==> src/ccpu_consts.vh <==
// register offsets, field positions, mode codes and reset values of the capture/compare/pwm unit
`ifndef CCPU_CONSTS_VH
`define CCPU_CONSTS_VH
`define CCPU_ADDR_PIN_SENSE 8'h07
`define CCPU_ADDR_INTERRUPT_CONTROL 8'h0b
`define CCPU_ADDR_PFLAGS 8'h0c
`define CCPU_ADDR_T1_LO 8'h0e
`define CCPU_ADDR_T1_HI 8'h0f
`define CCPU_ADDR_T1CTL 8'h10
`define CCPU_ADDR_T2 8'h11
`define CCPU_ADDR_T2CTL 8'h12
`define CCPU_ADDR_CMP_LO 8'h15
`define CCPU_ADDR_CMP_HI 8'h16
`define CCPU_ADDR_CCPCTL 8'h17
`define CCPU_ADDR_PIN_DIR 8'h87
`define CCPU_ADDR_PERIOD 8'h92
`define CCPU_ADDR_PENABLE 8'h8c
`define CCPU_BIT_T1IF 0
`define CCPU_BIT_T2IF 1
`define CCPU_BIT_CCPIF 2
`define CCPU_BIT_ADIF 6
`define CCPU_BIT_PIN_DIR 2
`define CCPU_BIT_PIN_SENSE 2
`define CCPU_BIT_T1ON 0
`define CCPU_BIT_T2ON 2
`define CCPU_MODE_OFF 4'h0
`define CCPU_MODE_SET 4'h8
`define CCPU_MODE_CLR 4'h9
`define CCPU_MODE_SWI 4'ha
`define CCPU_MODE_SPEV 4'hb
`define CCPU_RST_ZERO 8'h00
`define CCPU_RST_DIR 8'hff
`define CCPU_RST_PERIOD 8'hff
`endif

==> src/ccpu_top.v <==
// capture/compare/pwm unit with its timers, flag registers and shared port pin
// Functional notes
// [RQ1] compare mode matches 16-bit compare value against 16-bit timer1 count
// [RQ2] on match pin goes high, low or stays, per mode bits 3:0
// [RQ3] every compare match sets the unit interrupt flag in that cycle
// [RQ4] software clears direction bit 2 to make the pin an output
// [RQ5] writing zero to control forces the unit output latch low
// [RQ6] software runs timer1 synchronously while compare is used
// [RQ7] software interrupt mode leaves the pin alone, raises only the flag
// [RQ8] special event mode resets timer1 on match, giving a period
// [RQ9] special event also starts a conversion when converter enabled
// [RQ10] special event reset of timer1 never sets timer1 overflow flag
// [RQ11] pwm mode drives a waveform of up to 10-bit duty
// [RQ12] period is (period+1) times 4 clocks times timer2 prescale
// [RQ13] after period match clear timer2, set pin unless 0%, load shadow
// [RQ14] duty is high bits register over control bits 5:4
// [RQ15] high time is duty times clock times prescale
// [RQ16] duty writes take effect at next period; shadow read-only in pwm
// [RQ17] shadow plus 2-bit latch double-buffer the duty
// [RQ18] pin clears when buffered duty equals extended timer2 count
// [RQ19] duty beyond period keeps the pin high all period
// [RQ20] mode 0000 off, 01xx capture, 10xx compare, 11xx pwm
// [RQ21] active unit: port reads 0 as input, latch as output
// [RQ22] capture events come from pin, or from the pin readback as output
// [RQ23] compare codes: set, clear, software interrupt, special event
`timescale 1ns/10ps
`include "ccpu_consts.vh"
module ccpu_top (
	input wire CLK,
	input wire RST_N,
	input wire [7:0] ADDR,
	input wire [7:0] WDATA,
	input wire WR,
	input wire RD,
	output reg [7:0] RDATA,
	input wire PIN_IN,
	output wire PIN_OUT,
	output wire PIN_OE,
	input wire PORT_LATCH,
	output wire PORT_READ,
	input wire ADC_ENABLED,
	output wire ADC_START,
	input wire ADC_DONE,
	output wire IRQ
);

	// software-visible registers; bits that read as zero are masked on write, except in sense_q, which stores all eight
	reg [7:0] ctl_q;
	reg [7:0] cmp_lo_q;
	reg [7:0] cmp_hi_q;
	reg [7:0] t1_lo_q;
	reg [7:0] t1_hi_q;
	reg [7:0] t1ctl_q;
	reg [7:0] t2ctl_q;
	reg [7:0] period_q;
	reg [7:0] flags_q;
	reg [7:0] enables_q;
	reg [7:0] interrupt_control_q;
	reg [7:0] dir_q;
	reg [7:0] sense_q;

	// unit output latch, kept apart from the port data latch
	reg out_q;
	reg pin_q;
	reg cap_pin_q;
	reg [7:0] cap_lo_q;
	reg [7:0] cap_hi_q;
	reg rd_q;
	reg [7:0] rd_addr_q;
	reg spev_q;

	// mode, timer1 and compare nets
	wire [3:0] mode;
	wire unit_off;
	wire is_cap;
	wire is_cmp;
	wire is_pwm;
	wire [15:0] t1_count;
	wire [15:0] t1_next;
	wire t1_run;
	wire t1_ovf;
	wire cmp_hit;
	wire spev;
	wire cap_src;
	reg cap_evt;

	// pwm time base nets
	wire [7:0] t2_val;
	wire [7:0] shadow;
	wire t2_match;
	wire period_tick;
	wire pwm_set;
	wire pwm_clr;
	wire wr_ctl;

	// write decode, shared by every process that takes a software write
	function hit;
		input [7:0] a;
		input [7:0] target;
		input strobe;
		begin
			hit = strobe && (a == target);
		end
	endfunction

	// mode decode [RQ20]
	assign mode = ctl_q[3:0];
	assign unit_off = (mode == `CCPU_MODE_OFF);
	assign is_cap = (mode[3:2] == 2'b01);
	assign is_cmp = (mode[3:2] == 2'b10);
	assign is_pwm = (mode[3:2] == 2'b11);
	assign wr_ctl = hit(ADDR, `CCPU_ADDR_CCPCTL, WR);

	// timer1: counts every clock while enabled; overflow flag from wrap only
	assign t1_count = {t1_hi_q, t1_lo_q};
	assign t1_run = t1ctl_q[`CCPU_BIT_T1ON];
	assign t1_next = t1_count + 16'h0001;
	assign t1_ovf = t1_run && (t1_count == 16'hffff);

	// compare equality against timer1 [RQ1] [RQ6]
	assign cmp_hit = is_cmp && ({cmp_hi_q, cmp_lo_q} == t1_count);
	assign spev = cmp_hit && (mode == `CCPU_MODE_SPEV); // [RQ8] [RQ23]
	assign ADC_START = spev_q; // [RQ9]

	// capture source: pin as input, readback of own drive as output [RQ22]
	assign cap_src = dir_q[`CCPU_BIT_PIN_DIR] ? PIN_IN : pin_q;
	always @* begin
		case (mode)
			4'h4: cap_evt = cap_pin_q && !cap_src;
			4'h5: cap_evt = !cap_pin_q && cap_src;
			4'h6: cap_evt = !cap_pin_q && cap_src;
			4'h7: cap_evt = !cap_pin_q && cap_src;
			default: cap_evt = 1'b0;
		endcase
	end

	// pwm time base; duty fields feed the double buffer only at a period end
	ccpu_pwm u_pwm (
		.clk(CLK),
		.rst_n(RST_N),
		.run(t2ctl_q[`CCPU_BIT_T2ON]),
		.presc_sel(t2ctl_q[1:0]),
		.period(period_q),
		.duty_new({cmp_lo_q, ctl_q[5:4]}), // [RQ14]
		.t2_wr(hit(ADDR, `CCPU_ADDR_T2, WR)),
		.t2_wdata(WDATA),
		.t2_q(t2_val),
		.shadow_q(shadow),
		.t2_match(t2_match),
		.period_tick(period_tick),
		.set_out(pwm_set),
		.clr_out(pwm_clr)
	);

	// pin: driven by the unit when active and direction clear [RQ4]
	assign PIN_OE = !dir_q[`CCPU_BIT_PIN_DIR];
	assign PIN_OUT = unit_off ? PORT_LATCH : out_q;
	// port bit view while unit active [RQ21]
	assign PORT_READ = unit_off ? PIN_IN : (dir_q[`CCPU_BIT_PIN_DIR] ? 1'b0 : PORT_LATCH);
	assign IRQ = interrupt_control_q[7] && interrupt_control_q[6] && |(flags_q & enables_q); // [RQ7]

	// unit output latch
	always @(posedge CLK) begin
		if (!RST_N) begin
			out_q <= 1'b0;
		end else if (wr_ctl && WDATA == `CCPU_RST_ZERO) begin
			out_q <= 1'b0; // [RQ5]
		end else if (cmp_hit && mode == `CCPU_MODE_SET) begin
			out_q <= 1'b1; // [RQ2]
		end else if (cmp_hit && mode == `CCPU_MODE_CLR) begin
			out_q <= 1'b0; // [RQ2]
		end else if (is_pwm && pwm_set) begin
			out_q <= 1'b1; // [RQ11] [RQ13]
		end else if (is_pwm && pwm_clr) begin
			out_q <= 1'b0; // [RQ18]
		end
	end

	// control, compare and timer registers
	always @(posedge CLK) begin
		if (!RST_N) begin
			ctl_q <= `CCPU_RST_ZERO;
			cmp_lo_q <= `CCPU_RST_ZERO;
			cmp_hi_q <= `CCPU_RST_ZERO;
			t1ctl_q <= `CCPU_RST_ZERO;
			t2ctl_q <= `CCPU_RST_ZERO;
			period_q <= `CCPU_RST_PERIOD;
			t1_lo_q <= `CCPU_RST_ZERO;
			t1_hi_q <= `CCPU_RST_ZERO;
			dir_q <= `CCPU_RST_DIR;
			sense_q <= `CCPU_RST_ZERO;
			interrupt_control_q <= `CCPU_RST_ZERO;
			enables_q <= `CCPU_RST_ZERO;
		end else begin
			// control bits 7:6 are unused and always read as zero
			if (wr_ctl)
				ctl_q <= {2'b00, WDATA[5:0]};
			if (hit(ADDR, `CCPU_ADDR_CMP_LO, WR))
				cmp_lo_q <= WDATA; // [RQ16]
			if (hit(ADDR, `CCPU_ADDR_CMP_HI, WR) && !is_pwm)
				cmp_hi_q <= WDATA; // [RQ16]
			else if (is_cap && cap_evt)
				cmp_hi_q <= t1_hi_q;
			if (is_cap && cap_evt)
				cmp_lo_q <= t1_lo_q;
			if (hit(ADDR, `CCPU_ADDR_T1CTL, WR))
				t1ctl_q <= {2'b00, WDATA[5:0]};
			if (hit(ADDR, `CCPU_ADDR_T2CTL, WR))
				t2ctl_q <= {5'h00, WDATA[2:0]};
			if (hit(ADDR, `CCPU_ADDR_PERIOD, WR))
				period_q <= WDATA;
			if (hit(ADDR, `CCPU_ADDR_PIN_DIR, WR))
				dir_q <= WDATA;
			if (hit(ADDR, `CCPU_ADDR_PIN_SENSE, WR))
				sense_q <= WDATA;
			if (hit(ADDR, `CCPU_ADDR_INTERRUPT_CONTROL, WR))
				interrupt_control_q <= WDATA;
			if (hit(ADDR, `CCPU_ADDR_PENABLE, WR))
				enables_q <= {1'b0, WDATA[6], 3'b000, WDATA[2:0]};
			// timer1 count: software write, special event reset, or increment
			if (hit(ADDR, `CCPU_ADDR_T1_LO, WR))
				t1_lo_q <= WDATA;
			else if (spev)
				t1_lo_q <= 8'h00; // [RQ8]
			else if (t1_run)
				t1_lo_q <= t1_next[7:0];
			if (hit(ADDR, `CCPU_ADDR_T1_HI, WR))
				t1_hi_q <= WDATA;
			else if (spev)
				t1_hi_q <= 8'h00; // [RQ8]
			else if (t1_run)
				t1_hi_q <= t1_next[15:8];
		end
	end

	// sticky flags: hardware set wins over software clear
	always @(posedge CLK) begin
		if (!RST_N) begin
			flags_q <= `CCPU_RST_ZERO;
		end else begin
			// a software write replaces the flags; the hardware sets below win
			if (hit(ADDR, `CCPU_ADDR_PFLAGS, WR))
				flags_q <= {1'b0, WDATA[6], 3'b000, WDATA[2:0]} | flags_q & 8'h00;
			if (cmp_hit || (is_cap && cap_evt))
				flags_q[`CCPU_BIT_CCPIF] <= 1'b1; // [RQ3] [RQ7]
			if (t1_ovf && !spev)
				flags_q[`CCPU_BIT_T1IF] <= 1'b1; // [RQ10]
			if (period_tick)
				flags_q[`CCPU_BIT_T2IF] <= 1'b1;
			if (ADC_DONE)
				flags_q[`CCPU_BIT_ADIF] <= 1'b1;
		end
	end

	// pin readback, edge history and special event pulse
	always @(posedge CLK) begin
		if (!RST_N) begin
			pin_q <= 1'b0;
			cap_pin_q <= 1'b0;
			spev_q <= 1'b0;
			cap_lo_q <= 8'h00;
			cap_hi_q <= 8'h00;
		end else begin
			// readback follows the driven level as output, the pin level as input
			pin_q <= PIN_OE ? PIN_OUT : PIN_IN; // [RQ22]
			cap_pin_q <= cap_src;
			spev_q <= spev && ADC_ENABLED; // [RQ9]
			cap_lo_q <= shadow;
			cap_hi_q <= t2_val;
		end
	end

	// read data one cycle after the read strobe, zero otherwise
	always @(posedge CLK) begin
		if (!RST_N) begin
			rd_q <= 1'b0;
			rd_addr_q <= 8'h00;
		end else begin
			rd_q <= RD;
			rd_addr_q <= ADDR;
		end
	end

	// read mux: registered strobe and address select one register for one cycle
	always @* begin
		RDATA = 8'h00;
		if (rd_q) begin
			case (rd_addr_q)
				`CCPU_ADDR_PIN_SENSE: RDATA = {5'h00, pin_q, 1'b0, sense_q[0]};
				`CCPU_ADDR_INTERRUPT_CONTROL: RDATA = interrupt_control_q;
				`CCPU_ADDR_PFLAGS: RDATA = flags_q;
				`CCPU_ADDR_T1_LO: RDATA = t1_lo_q;
				`CCPU_ADDR_T1_HI: RDATA = t1_hi_q;
				`CCPU_ADDR_T1CTL: RDATA = t1ctl_q;
				`CCPU_ADDR_T2: RDATA = cap_hi_q;
				`CCPU_ADDR_T2CTL: RDATA = t2ctl_q;
				`CCPU_ADDR_CMP_LO: RDATA = cmp_lo_q;
				`CCPU_ADDR_CMP_HI: RDATA = is_pwm ? cap_lo_q : cmp_hi_q; // [RQ16]
				`CCPU_ADDR_CCPCTL: RDATA = ctl_q;
				`CCPU_ADDR_PIN_DIR: RDATA = dir_q;
				`CCPU_ADDR_PERIOD: RDATA = period_q;
				`CCPU_ADDR_PENABLE: RDATA = enables_q;
				default: RDATA = 8'h00;
			endcase
		end
	end
endmodule // ccpu_top

==> src/ccpu_pwm.v <==
// pwm time base: timer2 with prescaler, period match, double-buffered duty and set/clear strobes for the output latch
`timescale 1ns/10ps
module ccpu_pwm (
	input wire clk,
	input wire rst_n,
	input wire run,
	input wire [1:0] presc_sel,
	input wire [7:0] period,
	input wire [9:0] duty_new,
	input wire t2_wr,
	input wire [7:0] t2_wdata,
	output reg [7:0] t2_q,
	output reg [7:0] shadow_q,
	output wire t2_match,
	output wire period_tick,
	output wire set_out,
	output wire clr_out
);
	reg [5:0] pre_q;
	reg [1:0] lo_q;
	wire [5:0] pre_max;
	wire inc;
	wire [5:0] pre_nx;
	wire [7:0] t2_nx;
	wire [1:0] sub_nx;
	wire [9:0] fine_nx;
	// prescale 1, 4 or 16 instruction cycles; each instruction cycle has 4 clock phases
	assign pre_max = (presc_sel == 2'd0) ? 6'd3 : (presc_sel == 2'd1) ? 6'd15 : 6'd63;
	assign inc = run && (pre_q == pre_max);
	assign t2_match = (t2_q == period);
	assign period_tick = inc && t2_match; // [RQ12] [RQ13]
	// next-cycle count values, so that the registered pin clears exactly on the duty edge
	assign pre_nx = inc ? 6'h00 : pre_q + 6'h01;
	assign t2_nx = inc ? (t2_match ? 8'h00 : t2_q + 8'h01) : t2_q;
	// fine count: timer2 extended by the two prescaler bits just below one timer2 step
	assign sub_nx = (presc_sel == 2'd0) ? pre_nx[1:0] :
		(presc_sel == 2'd1) ? pre_nx[3:2] : pre_nx[5:4]; // [RQ18]
	assign fine_nx = {t2_nx, sub_nx}; // [RQ18]
	assign set_out = period_tick && (duty_new != 10'h000); // [RQ13]
	// clear on duty match; never reached if duty exceeds period [RQ19]
	assign clr_out = run && ({shadow_q, lo_q} == fine_nx) && !period_tick; // [RQ15] [RQ18]
	// prescaler, timer2 and duty double buffer
	always @(posedge clk) begin
		if (!rst_n) begin
			pre_q <= 6'h00;
			t2_q <= 8'h00;
			shadow_q <= 8'h00;
			lo_q <= 2'h0;
		end else begin
			if (t2_wr) begin
				t2_q <= t2_wdata;
				pre_q <= 6'h00;
			end else if (run) begin
				pre_q <= pre_nx;
				if (inc)
					t2_q <= t2_match ? 8'h00 : t2_q + 8'h01; // [RQ13]
			end
			if (period_tick) begin
				shadow_q <= duty_new[9:2]; // [RQ16] [RQ17]
				lo_q <= duty_new[1:0]; // [RQ17]
			end
		end
	end
endmodule // ccpu_pwm

==> config.mk <==
export PLATFORM = sky130hd
export DESIGN_NAME = ccpu_top
export DESIGN_NICKNAME = d
export VERILOG_FILES = /design/src/ccpu_top.v /design/src/ccpu_pwm.v
export VERILOG_INCLUDE_DIRS = /design/src
export SDC_FILE = /design/constraint.sdc
export NUM_CORES = 1
export LEC_CHECK = 0
export CORE_UTILIZATION = 56
export DETAILED_ROUTE_END_ITERATION = 10
export DONT_BUFFER_PORTS = 1
export GPL_TIMING_DRIVEN = 0
export PLACE_DENSITY = 0.68
export SLEW_MARGIN = 30
export SYNTH_ARGS = -nofsm -noshare
export SYNTH_HDL_FRONTEND = slang
export SYNTH_HIERARCHICAL = 1
export SYNTH_SLANG_ARGS = --single-unit
==> constraint.sdc <==
create_clock -name CLK -period 4.2 [get_ports CLK]
set_clock_uncertainty 0.2 [all_clocks]
set_input_delay 0.63 -clock CLK [delete_from_list [all_inputs] [get_ports CLK]]
set_output_delay 0.63 -clock CLK [all_outputs]
set_load 0.02 [all_outputs]
==> out/results.tsv <==
metric	value	unit
pwr-share-comb	0.052	
worst_slew_pin_slew	867.1	ps
post-route-util	0.6335	
yosysWarningCount	6	
hold_path.class	in -> reg	
yosysTopAreaCell	dfxtp_1	
grt_pass1_wl	41750	um
critical_path_class	reg -> out	
hold_end	rd_addr_q[7]	
ys_types	77	
fin_nets	968	
seqPwrFrac	0.440	
synth.area.top_cells	dfxtp_1, mux2i_1, nand2_1, a21oi_1, nor2_1	
syn_to_final_growth	10.59	%
boundaryPins	37	
status	complete, no violations	
die_area	0.01402	mm^2
root_buffer	clkbuf_16	
synth.net_count	949	
clock-sinks	133	
routed_via_density	6.674	
p_switching	0.6741	mW
ctsResizeCount	0	
core_area	0.01324	mm^2
drive_gt1_frac	0.08910	
insertion_delay	430	ps
report.final.slew_viol_count	0	
routedWlPerCell	24.34	um
sw_frac_of_total	0.2318	
ant_nets	0	
drc_errors	0	
synth_ff_type	dfxtp_1	
rows	42	
grt_start_max_net_pins	17	
intPower	2.234	mW
postCtsSetupRepairBufs	0	
end_kind	output port	
max_freq	247.6	MHz
synth.avg_cell_area	8.228	um^2
crit_chain	clkbuf_1, nor2b_1, nand2_1, nor3b_1, nand2_1, a31o_2, a21oi_1	
port_buffers	0	
die_y	118.4	um
crit_path_frequent_cell	nand2_1	
yosysTopAreaCellShare	0.3510	
power.clock.fraction	0.509	
critPathMaxStageDelay	570	ps
die_w	118.4	um
drt_wl_total	27530	um
relSlewSlack	0.4219	
cts_buffers	17	
rsz0062_at_grt	false	
cp.required	3370	ps
synth_area	0.007586	mm^2
globalRouteOverflowTotal	0	
worst_setup_path_start_kind	flip-flop	
post-route-min-period	4038	ps
place.detailed.hpwl	20180	um
finalCritPeriodShare	0.9615	
synth_edf_count	0	
start_util	0.5728	
path_max_fanout	10	
slowest_stage	nor3b_1	
setup_tns	0	ps
async_flop_share	0	
cts_tree	done	
power_leakage	3.067	nW
drt_iter0_drc	1096	
grt_pass1_vias	7274	
arrival	3210	ps
r2r_start	u_pwm/t2_q[7]	
cts_htree_levels	4	
via_count	7548	
setup_viol_count_final	0	
clk_path_buf_depth	2	
p_per_area	346.7	mW/mm^2
r2r_setup_slack	670	ps
clk_pin_slew	60	ps
syn_inst	922	
grtUsageTotal	0.3988	
worst-r2r-cell-count	12	
ys_ff_latch	133	
min_from	ADDR[7]	
hold_viol	0	
drtPass1Iterations	6	
globalplace.congestion	0.9918	
synth_seq_area_share	0.3510	
holdBufCountCts	0	
r2r-end	out_q	
maxCapViolations	0	
antenna_found_initial	1	
peakVddDrop	0.2765	mV
holdPathStages	1	
-- worst max-delay path by stage --
stage                       from       end  cells past startpoint
floorplan           rd_addr_q[5]  RDATA[1]                      6
global placement    rd_addr_q[4]  RDATA[4]                      7
detailed placement  rd_addr_q[5]  RDATA[1]                      6
CTS                 rd_addr_q[5]  RDATA[1]                      6
global route        rd_addr_q[4]  RDATA[4]                      7
finish              rd_addr_q[4]  RDATA[4]                      7
-- routing by layer --
layer | up-vias | wire length, um | global-route usage
li1 | 3345 | - | -
met1 | 3581 | 10400 | 0.4923
met2 | 508 | 12480 | 0.6290
met3 | 114 | 3007 | 0.1014
met4 | 0 | 1633 | 0.2334
met5 | - | 0 | 0
-- worst max-delay path, delay by kind of cell, from the launching register on --
kind / cells / cell delay, ps
DFF: 1 / 350
AOI/OAI and AO/OA: 2 / 790
and+or+nand+nor: 4 / 1190
buffers and inverters: 1 / 440
-- layout by cell type, fill, tap and decap left out, types with 7 or more instances in the layout --
master / netlist / final
a21oi_1: 52 / 52
xor2_1: 24 / 24
a211oi_1: 23 / 23
nand3_1: 28 / 28
nor2b_1: 18 / 18
nor4_1: 17 / 17
inv_1: 15 / 15
a22o_1: 7 / 7
o21ai_0: 30 / 30
and2_1: 32 / 32
nand2_1: 132 / 132
nand4_1: 9 / 9
nor2_1: 68 / 68
o22ai_1: 11 / 11
a31oi_1: 11 / 11
nor3_1: 15 / 15
clkbuf_8: 8 / 11
clkbuf_16: 0 / 17
a22oi_1: 12 / 12
clkbuf_1: 45 / 49
mux2i_1: 59 / 59
dfxtp_1: 133 / 133
or3_1: 17 / 17
a21boi_0: 11 / 11
and3_1: 9 / 9
xnor2_1: 20 / 20
a221oi_1: 10 / 10
-- sequential cells by signal (all words and copies together) (netlist names), 6 cells and up --
| signal | flops |
|---|---|
| u_pwm/shadow_q | 8 |
| t1_lo_q | 8 |
| t1ctl_q | 6 |
| cap_hi_q | 8 |
| dir_q | 8 |
| rd_addr_q | 8 |
| period_q | 8 |
| interrupt_control_q | 8 |
| cmp_hi_q | 8 |
| u_pwm/pre_q | 6 |
| cap_lo_q | 8 |
| t1_hi_q | 8 |
| ctl_q | 6 |
| cmp_lo_q | 8 |
| u_pwm/t2_q | 8 |
-- synth_stat cells, types with 12 or more instances --
| cell type | n |
|---|---|
| a21oi_1 | 52 |
| a211oi_1 | 23 |
| inv_1 | 15 |
| mux2i_1 | 59 |
| nand2_1 | 132 |
| nand3_1 | 28 |
| o21ai_0 | 30 |
| nor4_1 | 17 |
| dfxtp_1 | 133 |
| a22oi_1 | 12 |
| nor2_1 | 68 |
| nor3_1 | 15 |
| or3_1 | 17 |
| xnor2_1 | 20 |
| xor2_1 | 24 |
| clkbuf_1 | 45 |
| nor2b_1 | 18 |
| and2_1 | 32 |
-- power groups by stage --
stage | clock, mW | combinational [mW] | sequential (mW)
after floorplan | 0 | 0.0978 | 1.30
after global placement | 0 | 0.143 | 1.31
after detailed placement | 0 | 0.143 | 1.31
after CTS | 1.48 | 0.144 | 1.28
after global routing | 1.53 | 0.157 | 1.28
final | 1.48 | 0.150 | 1.28
-- metrics by stage --
stage / cells / hold slack (ps) / setup slack, ps / area, um^2 / power, mW
6_report: 1131 / 123.4 / 161.8 / 8389 / 2.908
5_1_grt: 1130 / 120.6 / 1.777 / 8387 / 2.971
4_1_cts: 1130 / 120.2 / 217.5 / 8387 / 2.900
2_1_floorplan: 922 / 231.6 / 1132 / 7586 / 1.401
3_5_place_dp: 1098 / 251.1 / 667.0 / 7806 / 1.450
3_3_place_gp: 1098 / 247.0 / 652.4 / 7806 / 1.449
-- cell families (layout without fill, tap and decap cells) --
kind of cell,after synthesis,in the layout,synth area share
adders and majority gates,3,3,0.004949
muxes,64,64,0.08527
AOI/OAI and AO/OA,203,203,0.1847
buffers and inverters,84,116,0.05723
and+or+nand+nor,391,391,0.2660
DFF,133,133,0.3510
other,0,1,0
xor gates and xnor gates,44,44,0.05080
-- cell type report --
cell class                      instances  area (um^2)
Sequential cell                       133         2663
Fill cell                            1154         4853
Clock inverter                          8        98.84
Multi-Input combinational cell        705         4489
Buffer                                 68        374.1
Clock buffer                           24        481.7
Tap cell                              176        220.2
Antenna cell                            1        2.502
Inverter                               16        60.06
(Power assumes the default switching activity.)
